[src/rtl/ccarr_regs.vh]
/*
 * Register offsets, field positions, reset values and timing counts for the
 * counter array capture/compare block.
 * Assumes inclusion by the block's single design file only.
 */
`ifndef CCARR_REGS_VH
`define CCARR_REGS_VH

`define CCARR_NCH            5
// Register byte offsets on the plain register port.
`define CCARR_ADDR_CTRL      8'h00
`define CCARR_ADDR_MODE      8'h01
`define CCARR_ADDR_CNT_LO    8'h02
`define CCARR_ADDR_CNT_HI    8'h03
`define CCARR_ADDR_PWMCFG    8'h04
`define CCARR_ADDR_POL       8'h05
`define CCARR_ADDR_CHMODE0   8'h10
`define CCARR_ADDR_CMPLO0    8'h18
`define CCARR_ADDR_CMPHI0    8'h20
// Control register fields.
`define CCARR_CTRL_OVF       7
`define CCARR_CTRL_RUN       6
// Array mode register fields.
`define CCARR_MODE_TB_HI     3
`define CCARR_MODE_TB_LO     1
`define CCARR_MODE_OVF_IE    0
// Pulse configuration register fields.
`define CCARR_PWM_IOVF_IE    7
`define CCARR_PWM_IOVF       5
`define CCARR_PWM_CLS_HI     1
`define CCARR_PWM_CLS_LO     0
// Channel mode register fields.
`define CCARR_CM_WIDE        7
`define CCARR_CM_CMPEN       6
`define CCARR_CM_RISE        5
`define CCARR_CM_FALL        4
`define CCARR_CM_MATCH       3
`define CCARR_CM_TOGGLE      2
`define CCARR_CM_PULSE       1
`define CCARR_CM_IE          0
// Reset values.
`define CCARR_RST_BYTE       8'h00
`define CCARR_RST_WORD       16'h0000
// Timebase codes and prescale counts.
`define CCARR_TB_DIV12       3'h0
`define CCARR_TB_DIV4        3'h1
`define CCARR_TB_SYS         3'h4
`define CCARR_DIV12_LAST     4'hb
`define CCARR_DIV4_LAST      4'h3

`endif

[src/rtl/ccarr_core.v]
/*
 * Counter array with five capture/compare channels: shared 16-bit counter,
 * capture, software timer, toggle output, frequency output, 8/16-bit PWM
 * and the combined interrupt request.
 * Assumes a single 40 MHz clock, an asynchronous active-low reset and a
 * processor on a plain byte-wide register port that never waits.
 */
// The address map and strobed register access are this design's own decisions.
// Operation
// - One interrupt from any enabled set flag.
// - Overflow flag on 16-bit wrap.
// - Intermediate flag on bit 8..11 overflow.
// - Flags set regardless of enables.
// - Each flag gated by own enable.
// - Mode register fields bit7 to bit0.
// - Capture edge select when match/toggle/pulse clear.
// - Capture copies counter, sets channel flag.
// - Channel flag cleared only by software.
// - Software timer flags 16-bit match.
// - Low write clears, high write sets comparator.
// - Toggle mode inverts pin on match.
// - Comparator off: pin holds, PWM zero.
// - Frequency mode: low match, toggle, add step.
// - Step zero means 256 clocks.
// - Frequency mode flag on full match.
// - PWM: match high, overflow low, polarity.
// - PWM match uses low N bits; the code runs PWM only at N=8, with no output at 9 to 11 bits.
// - PWM overflow on low N rollover; the code uses the 8-bit rollover only.
// - 8-bit PWM reloads low from high.
// - Intermediate flag marks 8-bit edge; match flags.
// - 16-bit PWM uses full compare, main overflow.
// - Timebase: div12, div4, undivided clock.
// - Low-byte read latches high byte.
`include "ccarr_regs.vh"

module ccarr_core (
    input  wire        clk,
    input  wire        nrst,
    input  wire [7:0]  reg_addr,
    input  wire [7:0]  reg_wdata,
    input  wire        reg_wr,
    input  wire        reg_rd,
    output reg  [7:0]  reg_rdata,
    input  wire [4:0]  channel_pin_in,
    output wire [4:0]  channel_pin_out,
    output wire [4:0]  channel_pin_oe_n,
    output wire        irq
);

    reg  [15:0] counter;
    reg         run;
    reg         counter_overflow_flag;
    reg         intermediate_overflow_flag;
    reg  [4:0]  channel_event_flag;
    reg         overflow_irq_enable;
    reg         intermediate_irq_enable;
    reg  [2:0]  timebase_select;
    reg  [1:0]  cycle_length_select;
    reg  [4:0]  output_polarity_register;
    reg  [7:0]  counter_high_hold;
    reg  [3:0]  prescale;
    reg  [7:0]  channel_mode_n   [0:4];
    reg  [7:0]  compare_low_byte [0:4];
    reg  [7:0]  compare_high_byte[0:4];
    reg  [4:0]  pin_state;
    reg  [4:0]  pin_meta;
    reg  [4:0]  pin_sync;
    reg  [4:0]  pin_prev;
    reg         tick;
    reg  [15:0] next_counter;
    reg  [4:0]  ch_event;
    reg  [4:0]  ch_toggle;
    reg  [4:0]  ch_set_high;
    reg  [4:0]  ch_set_low;
    reg  [4:0]  ch_capture;
    reg  [4:0]  ch_step;
    reg  [4:0]  ch_reload;
    reg         wrap16;
    reg         wrap_mid;
    reg         wrap8;
    integer     i;
    integer     j;

    // Address decode helpers shared by the write and read paths.
    function is_chan;
        input [7:0] addr;
        input [7:0] base;
        begin
            is_chan = (addr >= base) && (addr < base + 8'd5);
        end
    endfunction

    function [2:0] chan_of;
        input [7:0] addr;
        input [7:0] base;
        reg   [7:0] diff;
        begin
            diff    = addr - base;
            chan_of = diff[2:0];
        end
    endfunction

    // Timebase tick: the prescaler free-runs so a code change takes effect at once.
    always @* begin
        case (timebase_select)
            `CCARR_TB_DIV12: tick = run && (prescale == `CCARR_DIV12_LAST);
            `CCARR_TB_DIV4:  tick = run && ({2'b00, prescale[1:0]} == `CCARR_DIV4_LAST);
            `CCARR_TB_SYS:   tick = run;
            default:         tick = 1'b0; // Other sources are not wired to this block.
        endcase
    end

    // Counter next value and rollover edges at each resolution.
    always @* begin
        next_counter = counter + 16'h0001;
        wrap16       = tick && (counter == 16'hffff);
        wrap8        = tick && (counter[7:0] == 8'hff);
        case (cycle_length_select)
            2'h0:    wrap_mid = wrap8;
            2'h1:    wrap_mid = tick && (counter[8:0] == 9'h1ff);
            2'h2:    wrap_mid = tick && (counter[9:0] == 10'h3ff);
            default: wrap_mid = tick && (counter[10:0] == 11'h7ff);
        endcase
    end

    // Per-channel mode decode. Events other than the PWM match act on the counter value about to be left,
    // so every channel sees the same count in the same cycle.
    always @* begin
        ch_event    = 5'h00;
        ch_toggle   = 5'h00;
        ch_set_high = 5'h00;
        ch_set_low  = 5'h00;
        ch_capture  = 5'h00;
        ch_step     = 5'h00;
        ch_reload   = 5'h00;
        for (i = 0; i < 5; i = i + 1) begin
            if (channel_mode_n[i][3:1] == 3'b000) begin
                // Capture on the selected synchronised edge.
                if ((channel_mode_n[i][`CCARR_CM_RISE] && pin_sync[i] && !pin_prev[i]) ||
                    (channel_mode_n[i][`CCARR_CM_FALL] && !pin_sync[i] && pin_prev[i])) begin
                    ch_capture[i] = 1'b1;
                    ch_event[i]   = 1'b1;
                end
            end else if (!channel_mode_n[i][`CCARR_CM_CMPEN]) begin
                // Comparator off: PWM output forced low, toggles hold.
                if (channel_mode_n[i][`CCARR_CM_PULSE] && !channel_mode_n[i][`CCARR_CM_TOGGLE])
                    ch_set_low[i] = 1'b1;
            end else if (channel_mode_n[i][`CCARR_CM_PULSE] && channel_mode_n[i][`CCARR_CM_TOGGLE]) begin
                // Frequency output on low-byte match.
                if (tick && counter[7:0] == compare_low_byte[i]) begin
                    ch_toggle[i] = 1'b1;
                    ch_step[i]   = 1'b1;
                end
                if (tick && channel_mode_n[i][`CCARR_CM_MATCH] &&
                    counter == {compare_high_byte[i], compare_low_byte[i]})
                    ch_event[i] = 1'b1;
            end else if (channel_mode_n[i][`CCARR_CM_PULSE]) begin
                if (channel_mode_n[i][`CCARR_CM_WIDE]) begin
                    // 16-bit PWM; the match is taken on the count being entered, so the high
                    // time is the period minus the compare value.
                    if (tick && next_counter == {compare_high_byte[i], compare_low_byte[i]})
                        ch_set_high[i] = 1'b1;
                    if (wrap16)
                        ch_set_low[i] = 1'b1;
                end else if (cycle_length_select == 2'h0) begin
                    // 8-bit PWM on the low byte, reloaded at overflow.
                    if (tick && next_counter[7:0] == compare_low_byte[i])
                        ch_set_high[i] = 1'b1;
                    if (wrap8) begin
                        ch_set_low[i] = 1'b1;
                        ch_reload[i]  = 1'b1;
                    end
                end
                ch_event[i] = ch_set_high[i] && channel_mode_n[i][`CCARR_CM_MATCH];
            end else if (channel_mode_n[i][`CCARR_CM_MATCH]) begin
                // Software timer, or toggle output when toggle is set.
                if (tick && counter == {compare_high_byte[i], compare_low_byte[i]}) begin
                    ch_event[i]  = 1'b1;
                    ch_toggle[i] = channel_mode_n[i][`CCARR_CM_TOGGLE];
                end
            end
        end
    end

    // Pin synchroniser: the second and third stages feed the edge detector.
    always @(posedge clk or negedge nrst) begin
        if (!nrst) begin
            pin_meta <= 5'h00;
            pin_sync <= 5'h00;
            pin_prev <= 5'h00;
        end else begin
            pin_meta <= channel_pin_in;
            pin_sync <= pin_meta;
            pin_prev <= pin_sync;
        end
    end

    // Counter, prescaler, flags and all software-visible state.
    always @(posedge clk or negedge nrst) begin
        if (!nrst) begin
            counter                    <= `CCARR_RST_WORD;
            prescale                   <= 4'h0;
            run                        <= 1'b0;
            counter_overflow_flag      <= 1'b0;
            intermediate_overflow_flag <= 1'b0;
            channel_event_flag         <= 5'h00;
            overflow_irq_enable        <= 1'b0;
            intermediate_irq_enable    <= 1'b0;
            timebase_select            <= `CCARR_TB_DIV12;
            cycle_length_select        <= 2'h0;
            output_polarity_register   <= 5'h00;
            counter_high_hold          <= `CCARR_RST_BYTE;
            pin_state                  <= 5'h00;
            for (j = 0; j < 5; j = j + 1) begin
                channel_mode_n[j]    <= `CCARR_RST_BYTE;
                compare_low_byte[j]  <= `CCARR_RST_BYTE;
                compare_high_byte[j] <= `CCARR_RST_BYTE;
            end
        end else begin
            prescale <= (prescale == `CCARR_DIV12_LAST) ? 4'h0 : prescale + 4'h1;
            // Software writes first; hardware sets below win over a clear.
            if (reg_wr) begin
                case (reg_addr)
                    `CCARR_ADDR_CTRL: begin
                        counter_overflow_flag <= reg_wdata[`CCARR_CTRL_OVF];
                        run                   <= reg_wdata[`CCARR_CTRL_RUN];
                        channel_event_flag    <= reg_wdata[4:0];
                    end
                    `CCARR_ADDR_MODE: begin
                        timebase_select     <= reg_wdata[`CCARR_MODE_TB_HI:`CCARR_MODE_TB_LO];
                        overflow_irq_enable <= reg_wdata[`CCARR_MODE_OVF_IE];
                    end
                    `CCARR_ADDR_PWMCFG: begin
                        intermediate_irq_enable    <= reg_wdata[`CCARR_PWM_IOVF_IE];
                        intermediate_overflow_flag <= reg_wdata[`CCARR_PWM_IOVF];
                        cycle_length_select        <= reg_wdata[`CCARR_PWM_CLS_HI:`CCARR_PWM_CLS_LO];
                    end
                    `CCARR_ADDR_POL:    output_polarity_register <= reg_wdata[4:0];
                    default: begin
                        if (is_chan(reg_addr, `CCARR_ADDR_CHMODE0))
                            channel_mode_n[chan_of(reg_addr, `CCARR_ADDR_CHMODE0)] <= reg_wdata;
                        if (is_chan(reg_addr, `CCARR_ADDR_CMPLO0)) begin
                            compare_low_byte[chan_of(reg_addr, `CCARR_ADDR_CMPLO0)] <= reg_wdata;
                            channel_mode_n[chan_of(reg_addr, `CCARR_ADDR_CMPLO0)][`CCARR_CM_CMPEN] <= 1'b0;
                        end
                        if (is_chan(reg_addr, `CCARR_ADDR_CMPHI0)) begin
                            compare_high_byte[chan_of(reg_addr, `CCARR_ADDR_CMPHI0)] <= reg_wdata;
                            channel_mode_n[chan_of(reg_addr, `CCARR_ADDR_CMPHI0)][`CCARR_CM_CMPEN] <= 1'b1;
                        end
                    end
                endcase
            end
            // Low-byte read snapshots the high byte for a coherent 16-bit read.
            if (reg_rd && reg_addr == `CCARR_ADDR_CNT_LO)
                counter_high_hold <= counter[15:8];
            if (tick)
                counter <= next_counter;
            if (wrap16)
                counter_overflow_flag <= 1'b1;
            if (wrap_mid)
                intermediate_overflow_flag <= 1'b1;
            for (j = 0; j < 5; j = j + 1) begin
                if (ch_event[j])
                    channel_event_flag[j] <= 1'b1;
                if (ch_capture[j]) begin
                    compare_low_byte[j]  <= counter[7:0];
                    compare_high_byte[j] <= counter[15:8];
                end
                // A zero step leaves the compare byte unchanged, i.e. a 256-clock half period.
                if (ch_step[j])
                    compare_low_byte[j] <= compare_low_byte[j] + compare_high_byte[j];
                if (ch_reload[j])
                    compare_low_byte[j] <= compare_high_byte[j];
                // Match edge wins if it lands on the overflow edge (compare value zero).
                if (ch_toggle[j])
                    pin_state[j] <= ~pin_state[j];
                else if (ch_set_high[j])
                    pin_state[j] <= 1'b1;
                else if (ch_set_low[j])
                    pin_state[j] <= 1'b0;
            end
        end
    end

    // Read data stands in the cycle after the read strobe only.
    always @(posedge clk or negedge nrst) begin
        if (!nrst) begin
            reg_rdata <= `CCARR_RST_BYTE;
        end else if (!reg_rd) begin
            reg_rdata <= `CCARR_RST_BYTE;
        end else begin
            case (reg_addr)
                `CCARR_ADDR_CTRL:   reg_rdata <= {counter_overflow_flag, run, 1'b0, channel_event_flag};
                `CCARR_ADDR_MODE:   reg_rdata <= {4'h0, timebase_select, overflow_irq_enable};
                `CCARR_ADDR_CNT_LO: reg_rdata <= counter[7:0];
                `CCARR_ADDR_CNT_HI: reg_rdata <= counter_high_hold;
                `CCARR_ADDR_PWMCFG: reg_rdata <= {intermediate_irq_enable, 1'b0, intermediate_overflow_flag,
                                                  3'h0, cycle_length_select};
                `CCARR_ADDR_POL:    reg_rdata <= {3'h0, output_polarity_register};
                default: begin
                    if (is_chan(reg_addr, `CCARR_ADDR_CHMODE0))
                        reg_rdata <= channel_mode_n[chan_of(reg_addr, `CCARR_ADDR_CHMODE0)];
                    else if (is_chan(reg_addr, `CCARR_ADDR_CMPLO0))
                        reg_rdata <= compare_low_byte[chan_of(reg_addr, `CCARR_ADDR_CMPLO0)];
                    else if (is_chan(reg_addr, `CCARR_ADDR_CMPHI0))
                        reg_rdata <= compare_high_byte[chan_of(reg_addr, `CCARR_ADDR_CMPHI0)];
                    else
                        reg_rdata <= `CCARR_RST_BYTE;
                end
            endcase
        end
    end

    // Output pins: polarity applies to PWM channels only; capture channels do not drive.
    genvar g;
    generate
        for (g = 0; g < 5; g = g + 1) begin : gen_pin
            wire pwm_mode = channel_mode_n[g][`CCARR_CM_PULSE] && !channel_mode_n[g][`CCARR_CM_TOGGLE];
            wire drives   = channel_mode_n[g][`CCARR_CM_TOGGLE] || channel_mode_n[g][`CCARR_CM_PULSE];
            assign channel_pin_out[g]  = pin_state[g] ^ (pwm_mode & output_polarity_register[g]);
            assign channel_pin_oe_n[g] = ~drives;
        end
    endgenerate

    // Combined request from each flag and its own enable.
    wire [4:0] ch_ie;
    generate
        for (g = 0; g < 5; g = g + 1) begin : gen_ie
            assign ch_ie[g] = channel_mode_n[g][`CCARR_CM_IE];
        end
    endgenerate
    assign irq = (counter_overflow_flag & overflow_irq_enable) |
                 (intermediate_overflow_flag & intermediate_irq_enable) |
                 (|(channel_event_flag & ch_ie));

endmodule

[config.mk]
export PLATFORM = sky130hd
export DESIGN_NAME = ccarr_core
export DESIGN_NICKNAME = d
export VERILOG_FILES = /design/src/rtl/ccarr_core.v
export VERILOG_INCLUDE_DIRS = /design/src /design/src/rtl
export SDC_FILE = /design/constraint.sdc
export NUM_CORES = 1
export LEC_CHECK = 0
export ABC_CLOCK_PERIOD_IN_PS = 3700
export BUFFER_PORTS_ARGS = -buffer_cell sky130_fd_sc_hd__buf_4
export CAP_MARGIN = 20
export CELL_PAD_IN_SITES_DETAIL_PLACEMENT = 0
export CELL_PAD_IN_SITES_GLOBAL_PLACEMENT = 2
export CORE_ASPECT_RATIO = 1.25
export CORE_MARGIN = 2
export CORE_UTILIZATION = 40
export DETAILED_ROUTE_END_ITERATION = 7
export MAX_ROUTING_LAYER = met4
export PLACE_DENSITY_LB_ADDON = 0.1
export SLEW_MARGIN = 30
export SYNTH_ARGS = -nofsm -noshare
export SYNTH_HDL_FRONTEND = slang
export SYNTH_SLANG_ARGS = --single-unit
[constraint.sdc]
create_clock -name clk -period 3.7 [get_ports clk]
set_input_delay 0.185 -clock clk [delete_from_list [all_inputs] [get_ports clk]]
set_output_delay 0.185 -clock clk [all_outputs]
set_load 0.05 [all_outputs]
==> out/summary.txt, run 1 <==
Syn Nets: 1826
Cell Pwr Density: 428 nW/um^2
Skew-Pair Late Insertion Delay: 0.48 ns
Post-synth EDFFs: 0
Number of max-cap violations: 0
DRC: 0
Pleak: 7.16 nW
First-pass GRT wire length: 97600 um
Hold Path Class: primary input to flop
Slew HR: 0.355
Num CTS Buffers: 17
Final Hold Viols: 0
Per-cell routed wire length: 29.5 um
RePlAce Congestion: 1.00
Setup WS pre-CTS: 0.460 ns
Async set-or-reset flop fraction in the synthesized netlist: 1.00
Vias per inst: 6.25
DRT Pass-1 Iters: 5
Max Fclk: 304 MHz
Post_cts resized: 0
Yosys warnings: 0
H-tree Lvls: 4
Syn avg cell area: 8.67 um^2
Worst setup SP type: flop
Routed wire length: 67000 um
Cell Chain, Critical Path: ha_1 > nand3_4 > buf_4 > or2_2 > or4_1 > or3_1 > and3_1 > o21ai_0 > o21ai_1
Tot Pwr: 0.00727 W
Vias in the first global route: 13900
Initial antenna violation count: 2
Sequential-to-total area share from yosys stat: 0.322
Slowest cell on the critical path: or4_1
Clock skew: 0.0141 ns
Final setup margin: 0.409 ns
Remaining antenna violation count: 0
Die area: 39600 um^2
Tmin final: 3.29 ns
Rows: 79
RSZ-0062 raised after global routing: no
Clk sinks: 196
CTS tree: yes
Synth Register Bits: 196
Post-synth cell types: 84
WP buf/inv: 1
Setup total negative slack: 0 ns
Chip height: 222 um
Gr usage total: 0.354
Crit path largest cell delay: 0.60 ns
Clk pin slew, worst setup/hold paths: 0.09 ns
Die Width: 178 um
Peak supply drop: 351 uV
Syn Std Cell Area: 15200 um^2
Period utilization: 0.889
Critical Path RT: 4.05 ns
Crit path kind: flop to flop
Share of cells above drive strength 1: 0.149
# IOs: 44
Final core occ: 0.455
Starting DRT DRC Count: 1293
Detailed placement HPWL: 48200 um
Pin count of the biggest net entering global routing: 90
Family with the most delay on the worst path: simple AND/OR/NAND/NOR gates
Worst EP arrival: 3.64 ns
Setup crit end kind: flop
Slew @ Worst Pin: 0.961 ns
Nets@finish: 1839
Post-synth top flop: dfrtp_1
Gr ovfl total: 0
Status: complete, no violations
Core area: 37400 um^2
Root Driver: clkbuf_16
FILL cells: 3783
Clk buf depth: 2
CP Max Fanout: 16
Layout area overhead: 11.7%
Setup Viol. Count Final: 0
Pins Over Slew Limit: 0
Cells after Synth: 1755
Initial core utilization: 0.407
Via count: 14200
I/O Buffers: 43
## registers in the layout (all words and copies together), names as in the netlist, 8 cells and up
signal / count
compare_low_byte: 40
compare_high_byte: 40
counter: 16
counter_high_hold: 8
reg_rdata: 8
channel_mode_n: 35
## cells in the final DEF (no fill, tap or decap), types with 64 or more instances in the layout
master	instances
buf_4	123
mux2_2	64
o21ai_0	150
nand2_1	232
xnor2_1	119
a21oi_1	75
nor2_1	104
dfrtp_1	196
xor2_1	72
mux2i_1	85
## metrics by stage
step	cell area, um^2	instances	hold slack (ns)
after global routing	17000	2267	0.173
after global placement	16300	2228	0.265
final	17000	2269	0.169
after floorplan	15200	1755	-0.111
after CTS	17000	2267	0.138
after detailed placement	16300	2228	0.283
## routing by layer
layer / GRT usage / part of all wire / vias to the layer above
met5: - / 0 / -
met4: 0.174 / 0.052 / 0
met3: 0.0492 / 0.068 / 168
met2: 0.544 / 0.47 / 650
met1: 0.456 / 0.41 / 7074
li1: - / - / 6286
## final timing paths
check / start / end / slack [ns] / depth (start not counted)
setup / recovery: counter[0] / compare_low_byte[15] / 0.41 / 9
hold / removal: reg_wdata[3] / channel_mode_n[3] / 0.17 / 3
setup reg to reg: counter[0] / compare_low_byte[15] / 0.41 / 9
hold reg to reg: pin_meta[1] / pin_sync[1] / 0.35 / 0
max in group asynchronous: nrst / pin_sync[3] / 2.45 / 3
min in group asynchronous: nrst / compare_high_byte[30] / 0.31 / 2
## where the power goes
| part | switching [W] | internal [W] |
|---|---|---|
| logic | 0.00118 | 0.000972 |
| clock network | 0.00110 | 0.00101 |
| registers | 0.000638 | 0.00237 |
| total | 0.00291 | 0.00436 |
## synthesized netlist by cell type (all sizes together), types with 9 or more instances
master  instances  area, um^2
mux2           64         721
nand2         232         871
nand3          56         293
nand2b         13        81.3
inv            43         161
nor2          104         390
mux2i          85         851
buf            35         184
o21ai         153         766
o31ai           9        67.6
and3           17         106
a211oi         13        97.6
nor3           35         185
a21oi          75         375
nand3b         11        82.6
xor2           73         647
nand4          22         159
nor4           26         184
xnor2         119        1040
o211ai         25         188
o22ai          10        62.6
clkbuf        103         389
nor2b          18         113
ha             41         513
dfrtp         196        4900
a22oi          21         158
mux4           15         338
## cell type report
cell class,count,area (um^2),share of cell area
Timing Repair Buffer,132,1030,0.0605
Multi-Input combinational cell,1378,9630,0.566
Tap cell,486,608,0.0358
Sequential cell,196,4900,0.289
Inverter,43,161,0.00950
Antenna cell,2,5.00,0.000295
Clock inverter,15,233,0.0137
Clock buffer,17,425,0.0250
## cells by family (layout without fill, tap and decap cells)
kind of cell | after synthesis | in the layout | synth area share
mux | 164 | 164 | 0.125
fa+ha+maj | 46 | 46 | 0.0403
flops | 196 | 196 | 0.322
simple gates | 574 | 574 | 0.182
other cells | 0 | 2 | 0
xor+xnor | 196 | 196 | 0.117
compound gates | 398 | 398 | 0.165
buf+inv | 181 | 207 | 0.0483
## repair_timing
action / 4_1_cts / 5_1_grt
hold buffers: 7 / 0
hold endpoints to repair: 96 / 0
buffers inserted: 0 / 0
## worst register-to-register path, stage by stage (launching register included)
cell and delay, ns:
dfrtp_1 0.36, ha_1 0.22, nand3_4 0.15, buf_4 0.22
or2_2 0.33, or4_1 0.60, or3_1 0.56, and3_1 0.43
o21ai_0 0.22, o21ai_1 0.08
Note: power is estimated with default switching activity, not from simulation.
==> run 2: changes to the inputs <==
--- a/config.mk
+++ b/config.mk
@@ -9,7 +9,7 @@
 export ABC_CLOCK_PERIOD_IN_PS = 3700
 export BUFFER_PORTS_ARGS = -buffer_cell sky130_fd_sc_hd__buf_4
 export CAP_MARGIN = 20
-export CELL_PAD_IN_SITES_DETAIL_PLACEMENT = 0
+export CELL_PAD_IN_SITES_DETAIL_PLACEMENT = 1
 export CELL_PAD_IN_SITES_GLOBAL_PLACEMENT = 2
 export CORE_ASPECT_RATIO = 1.25
 export CORE_MARGIN = 2
==> out/summary.txt, run 2 (synthesized netlist as in run 1, its figures left out) <==
FILL cells: 4391
Worst reg2reg path startpoint: counter[0]
# IOs: 44
Sw frac: 0.406
Core area: 37400 um^2
Gr ovfl total: 0
RePlAce Congestion: 1.00
Clk pin slew, worst setup/hold paths: 0.09 ns
First-pass GRT wire length: 101000 um
Per-cell routed wire length: 30.4 um
Largest regs: compare_high_byte: 40 flops, compare_low_byte: 40 flops, channel_mode_n: 35 flops
I/O Buffers: 43
Root Driver: clkbuf_16
CP Max Fanout: 7
Cell Pwr Density: 427 nW/um^2
Worst Hold Endpoint: channel_mode_n[3]
Slew @ Worst Pin: 0.934 ns
Nets@finish: 1839
Number of max-cap violations: 0
Share of cells above drive strength 1: 0.149
Num CTS Buffers: 17
Post_cts resized: 0
Crit path kind: flop to flop
Finished Layout Cells: 2268
Setup total negative slack: 0 ns
H-tree Lvls: 4
Combinational share of power: 0.300
CTS tree: yes
Initial core utilization: 0.407
Commonest cells after routing, fill and taps aside: nand2_1, dfrtp_1, o21ai_0, buf_4, xnor2_1
Sequential Power Share: 0.417
Area of the multi-input gates: 9630 um^2
Worst EP arrival: 3.80 ns
Initial antenna violation count: 2
Clk buf depth: 2
Pins Over Slew Limit: 0
Critical Path RT: 4.13 ns
Storage element area: 4900 um^2
Clock skew: 0.0189 ns
Slew HR: 0.373
Routed wire length: 69100 um
Tmin final: 3.37 ns
Reg-to-reg endpoint: channel_event_flag[3]
RSZ-0062 raised after global routing: no
Clk sinks: 196
Detailed placement HPWL: 50100 um
Pin count of the biggest net entering global routing: 90
Period utilization: 0.910
Rows: 79
Starting DRT DRC Count: 1217
Remaining antenna violation count: 0
Hold Path Origin: reg_wdata[3]
Sw Pwr: 0.00294 W
Hold Path Class: primary input to flop
Worst r2r path cells: 11
Clock network fraction of total power: 0.283
Die Width: 178 um
Skew-Pair Late Insertion Delay: 0.49 ns
Setup Viol. Count Final: 0
Pleak: 7.15 nW
DRC: 0
# placed instances: 2228
DRT Pass-1 Iters: 5
Setup crit end kind: flop
Vias in the first global route: 14900
Via count: 14400
Most common cell after layout, fill and taps aside: nand2_1
Worst Hold Path Cells: 3
Worst setup SP type: flop
FF-to-FF setup slack: 0.33 ns
Peak supply drop: 354 uV
Status: complete, no violations
Final Hold Viols: 0
Die area: 39600 um^2
Gr usage total: 0.366
Cell-internal power: 0.00430 W
Max Fclk: 297 MHz
Vias per inst: 6.34
Chip height: 222 um
Layout area overhead: 11.5%
## run 2: changes by cell type in the layout (fill, tap and decap cells not counted), sizes merged
| cell | before | now |
|---|---|---|
| clkinv | 5 | 8 |
| inv | 52 | 49 |
| bufinv | 1 | 0 |
| clkbuf | 17 | 18 |
| diode | 2 | 1 |
## run 2: worst max-delay path by stage
stage                           from               endpoint  depth (start not counted)
after global routing      counter[0]           pin_state[3]                         11
after detailed placement  counter[0]  channel_event_flag[3]                         11
after global placement    counter[0]   compare_low_byte[15]                          9
after CTS                 counter[0]  channel_event_flag[3]                         11
after floorplan           counter[5]  channel_event_flag[3]                         13
final                     counter[0]  channel_event_flag[3]                         11
## run 2: critical path: stages (launching register included)
cell and delay, ns:
dfrtp_1 0.38, ha_1 0.23, nand3_4 0.14, nor3_2 0.24, ha_1 0.39, xor2_1 0.20
a21oi_1 0.15, o311a_1 0.17, o311ai_0 0.13, or4b_1 0.59, a2111oi_2 0.48, a31o_1 0.20
## run 2: power by group through the flow
stage,registers (W),clock network [W],logic [W]
2_1_floorplan,0.00268,0,0.00160
6_report,0.00302,0.00205,0.00217
3_3_place_gp,0.00304,0,0.00210
3_5_place_dp,0.00304,0,0.00215
4_1_cts,0.00300,0.00208,0.00217
5_1_grt,0.00302,0.00215,0.00241
## run 2: area by class of cell
cell class,count,area share
Tap cell,486,0.0358
Clock buffer,18,0.0259
Inverter,43,0.00951
Multi-Input combinational cell,1378,0.567
Sequential cell,196,0.289
Antenna cell,1,0.000147
Timing Repair Buffer,132,0.0606
Clock inverter,14,0.0117
## run 2: per-layer routing
metal  vias up  global-route usage  routed length, um
li1       6271                   -                  -
met1      7328               0.457              28200
met2       576               0.572              32700
met3       214              0.0441               3830
met4         0               0.203               4290
met5         -                   -                  0
## run 2: stage by stage
step	hold WS, ns	area, um^2	total power [W]	setup slack (ns)	utilization
detailed placement	0.272	16300	0.00519	0.429	0.435
global placement	0.265	16300	0.00514	0.483	0.435
floorplan	-0.111	15200	0.00427	0.627	-
CTS	0.161	17000	0.00724	0.394	0.454
finish	0.182	17000	0.00724	0.331	0.454
global route	0.203	17000	0.00758	0.144	0.454
## run 2: timing repair
item	4_1_cts	5_1_grt
hold buffers	7	0
endpoints found under the setup margin	0	0
hold endpoints to repair	94	0
buffers inserted	0	0
==> run 3: changes to the inputs <==
==> constraint.sdc (replaced) <==
create_clock -name clk -period 3.7 [get_ports clk]
set_input_delay 0.185 -clock clk [delete_from_list [all_inputs] [get_ports clk]]
set_output_delay 0.185 -clock clk [all_outputs]
set_load 0.02 [all_outputs]
==> out/summary.txt, run 3 (synthesized netlist as in run 1, its figures left out) <==
Finished Layout Cells: 2268
Nets@finish: 1838
Initial antenna violation count: 1
I/O Buffers: 43
Worst setup SP type: flop
Die Width: 178 um
Peak supply drop: 377 uV
Critical Path RT: 4.14 ns
Max Fclk: 298 MHz
Die area: 39600 um^2
Gr ovfl total: 0
Sw frac: 0.410
DRT Pass-1 Iters: 5
Hold Path Origin: reg_wdata[3]
Setup crit end kind: flop
Sw Pwr: 0.00299 W
First-pass GRT wire length: 102000 um
Clk sinks: 196
Status: complete, no violations
Gr usage total: 0.368
Most common cell after layout, fill and taps aside: nand2_1
Cell-internal power: 0.00430 W
Worst hold slack: 0.152 ns
Setup total negative slack: 0 ns
Remaining antenna violation count: 0
Largest regs: compare_high_byte: 40 flops, compare_low_byte: 40 flops, channel_mode_n: 35 flops
Crit path kind: flop to flop
Clk pin slew, worst setup/hold paths: 0.09 ns
FILL cells: 4313
Hold Path Class: primary input to flop
Pins Over Slew Limit: 0
CTS tree: yes
DRC: 0
Worst EP arrival: 3.79 ns
Final setup margin: 0.345 ns
Cell Pwr Density: 429 nW/um^2
Initial core utilization: 0.407
M3 GR Usage: 0.0466
Rows: 79
Met1 Track Usage GR: 0.460
Pin count of the biggest net entering global routing: 90
Chip height: 222 um
Starting DRT DRC Count: 1203
Setup Viol. Count Final: 0
Pleak: 7.14 nW
Commonest cells after routing, fill and taps aside: nand2_1, dfrtp_1, o21ai_0, buf_4, xnor2_1
Period utilization: 0.907
# placed instances: 2227
Clock network fraction of total power: 0.290
Core area: 37400 um^2
Per-cell routed wire length: 30.6 um
Slew HR: 0.422
Final Hold Viols: 0
Clock skew: 0.0124 ns
Vias per inst: 6.40
CP Max Fanout: 7
Worst Setup SP: counter[0]
# IOs: 44
Num CTS Buffers: 17
Worst reg2reg path startpoint: counter[0]
H-tree Lvls: 4
Slew @ Worst Pin: 0.860 ns
RePlAce Congestion: 1.00
Number of max-cap violations: 0
Grt peak-use layer: met2
Via count: 14500
Vias in the first global route: 14700
Combinational share of power: 0.296
Skew-Pair Late Insertion Delay: 0.50 ns
Detailed placement HPWL: 50100 um
Sequential Power Share: 0.414
Setup WS pre-CTS: 0.415 ns
Grt met2 use: 0.576
Tmin final: 3.36 ns
Setup Fix Bufs, Post-CTS: 0
Share of cells above drive strength 1: 0.148
FF-to-FF setup slack: 0.34 ns
Clk buf depth: 2
RSZ-0062 raised after global routing: no
Root Driver: clkbuf_16
Layout area overhead: 11.6%
Routed wire length: 69400 um
[run 3: cell count changes in the layout (fill, tap and decap cells not counted)]
cell | before | now
diode_2 | 1 | 2
buf_4 | 123 | 122
inv_12 | 3 | 5
clkbuf_8 | 1 | 0
inv_16 | 0 | 1
inv_8 | 3 | 0
clkinv_4 | 2 | 1
inv_6 | 0 | 2
[run 3: cell type report]
| type | instances | area [um^2] | area share |
|---|---|---|---|
| Antenna cell | 2 | 5.00 | 0.000295 |
| Clock buffer | 17 | 425 | 0.0251 |
| Clock inverter | 15 | 225 | 0.0133 |
| Inverter | 43 | 161 | 0.00951 |
| Multi-Input combinational cell | 1378 | 9630 | 0.567 |
| Sequential cell | 196 | 4900 | 0.289 |
| Tap cell | 486 | 608 | 0.0358 |
| Timing Repair Buffer | 131 | 1020 | 0.0601 |
[run 3: stage by stage]
step,power (W),area [um^2],util
after floorplan,0.00426,15200,-
after global placement,0.00512,16300,0.435
after detailed placement,0.00518,16300,0.435
after CTS,0.00728,17000,0.454
after global routing,0.00762,17000,0.454
final,0.00729,17000,0.454
[run 3: power groups by stage]
stage / registers (W) / logic, W / clock network (W)
6_report: 0.00302 / 0.00216 / 0.00211
5_1_grt: 0.00303 / 0.00238 / 0.00220
4_1_cts: 0.00300 / 0.00215 / 0.00212
3_5_place_dp: 0.00304 / 0.00214 / 0
3_3_place_gp: 0.00304 / 0.00208 / 0
2_1_floorplan: 0.00267 / 0.00158 / 0
[run 3: metal layers]
metal / part of all wire / vias up
li1: - / 6283
met1: 0.41 / 7467
met2: 0.47 / 582
met3: 0.058 / 186
met4: 0.057 / 0
met5: 0 / -
[run 3: path summary, 6_finish.rpt]
| check | cells after the start | endpoint |
|---|---|---|
| setup reg to reg | 11 | channel_event_flag[3] |
| hold / removal | 3 | channel_mode_n[3] |
| hold reg to reg | 0 | pin_sync[4] |
| max in group asynchronous | 3 | channel_mode_n[12] |
| min in group asynchronous | 2 | compare_high_byte[30] |
| setup / recovery | 11 | channel_event_flag[3] |
[run 3: worst max-delay path: stages (launching register included)]
cell and delay, ns:
dfrtp_1 0.37, ha_1 0.23, nand3_4 0.15, nor3_2 0.22, ha_1 0.40, xor2_1 0.21
a21oi_1 0.14, o311a_1 0.17, o311ai_0 0.13, or4b_1 0.60, a2111oi_2 0.47, a31o_1 0.20
[run 3: repair_timing]
action	4_1_cts	5_1_grt
gates resized for setup	0	0
hold buffers	7	0
hold endpoints to repair	95	0
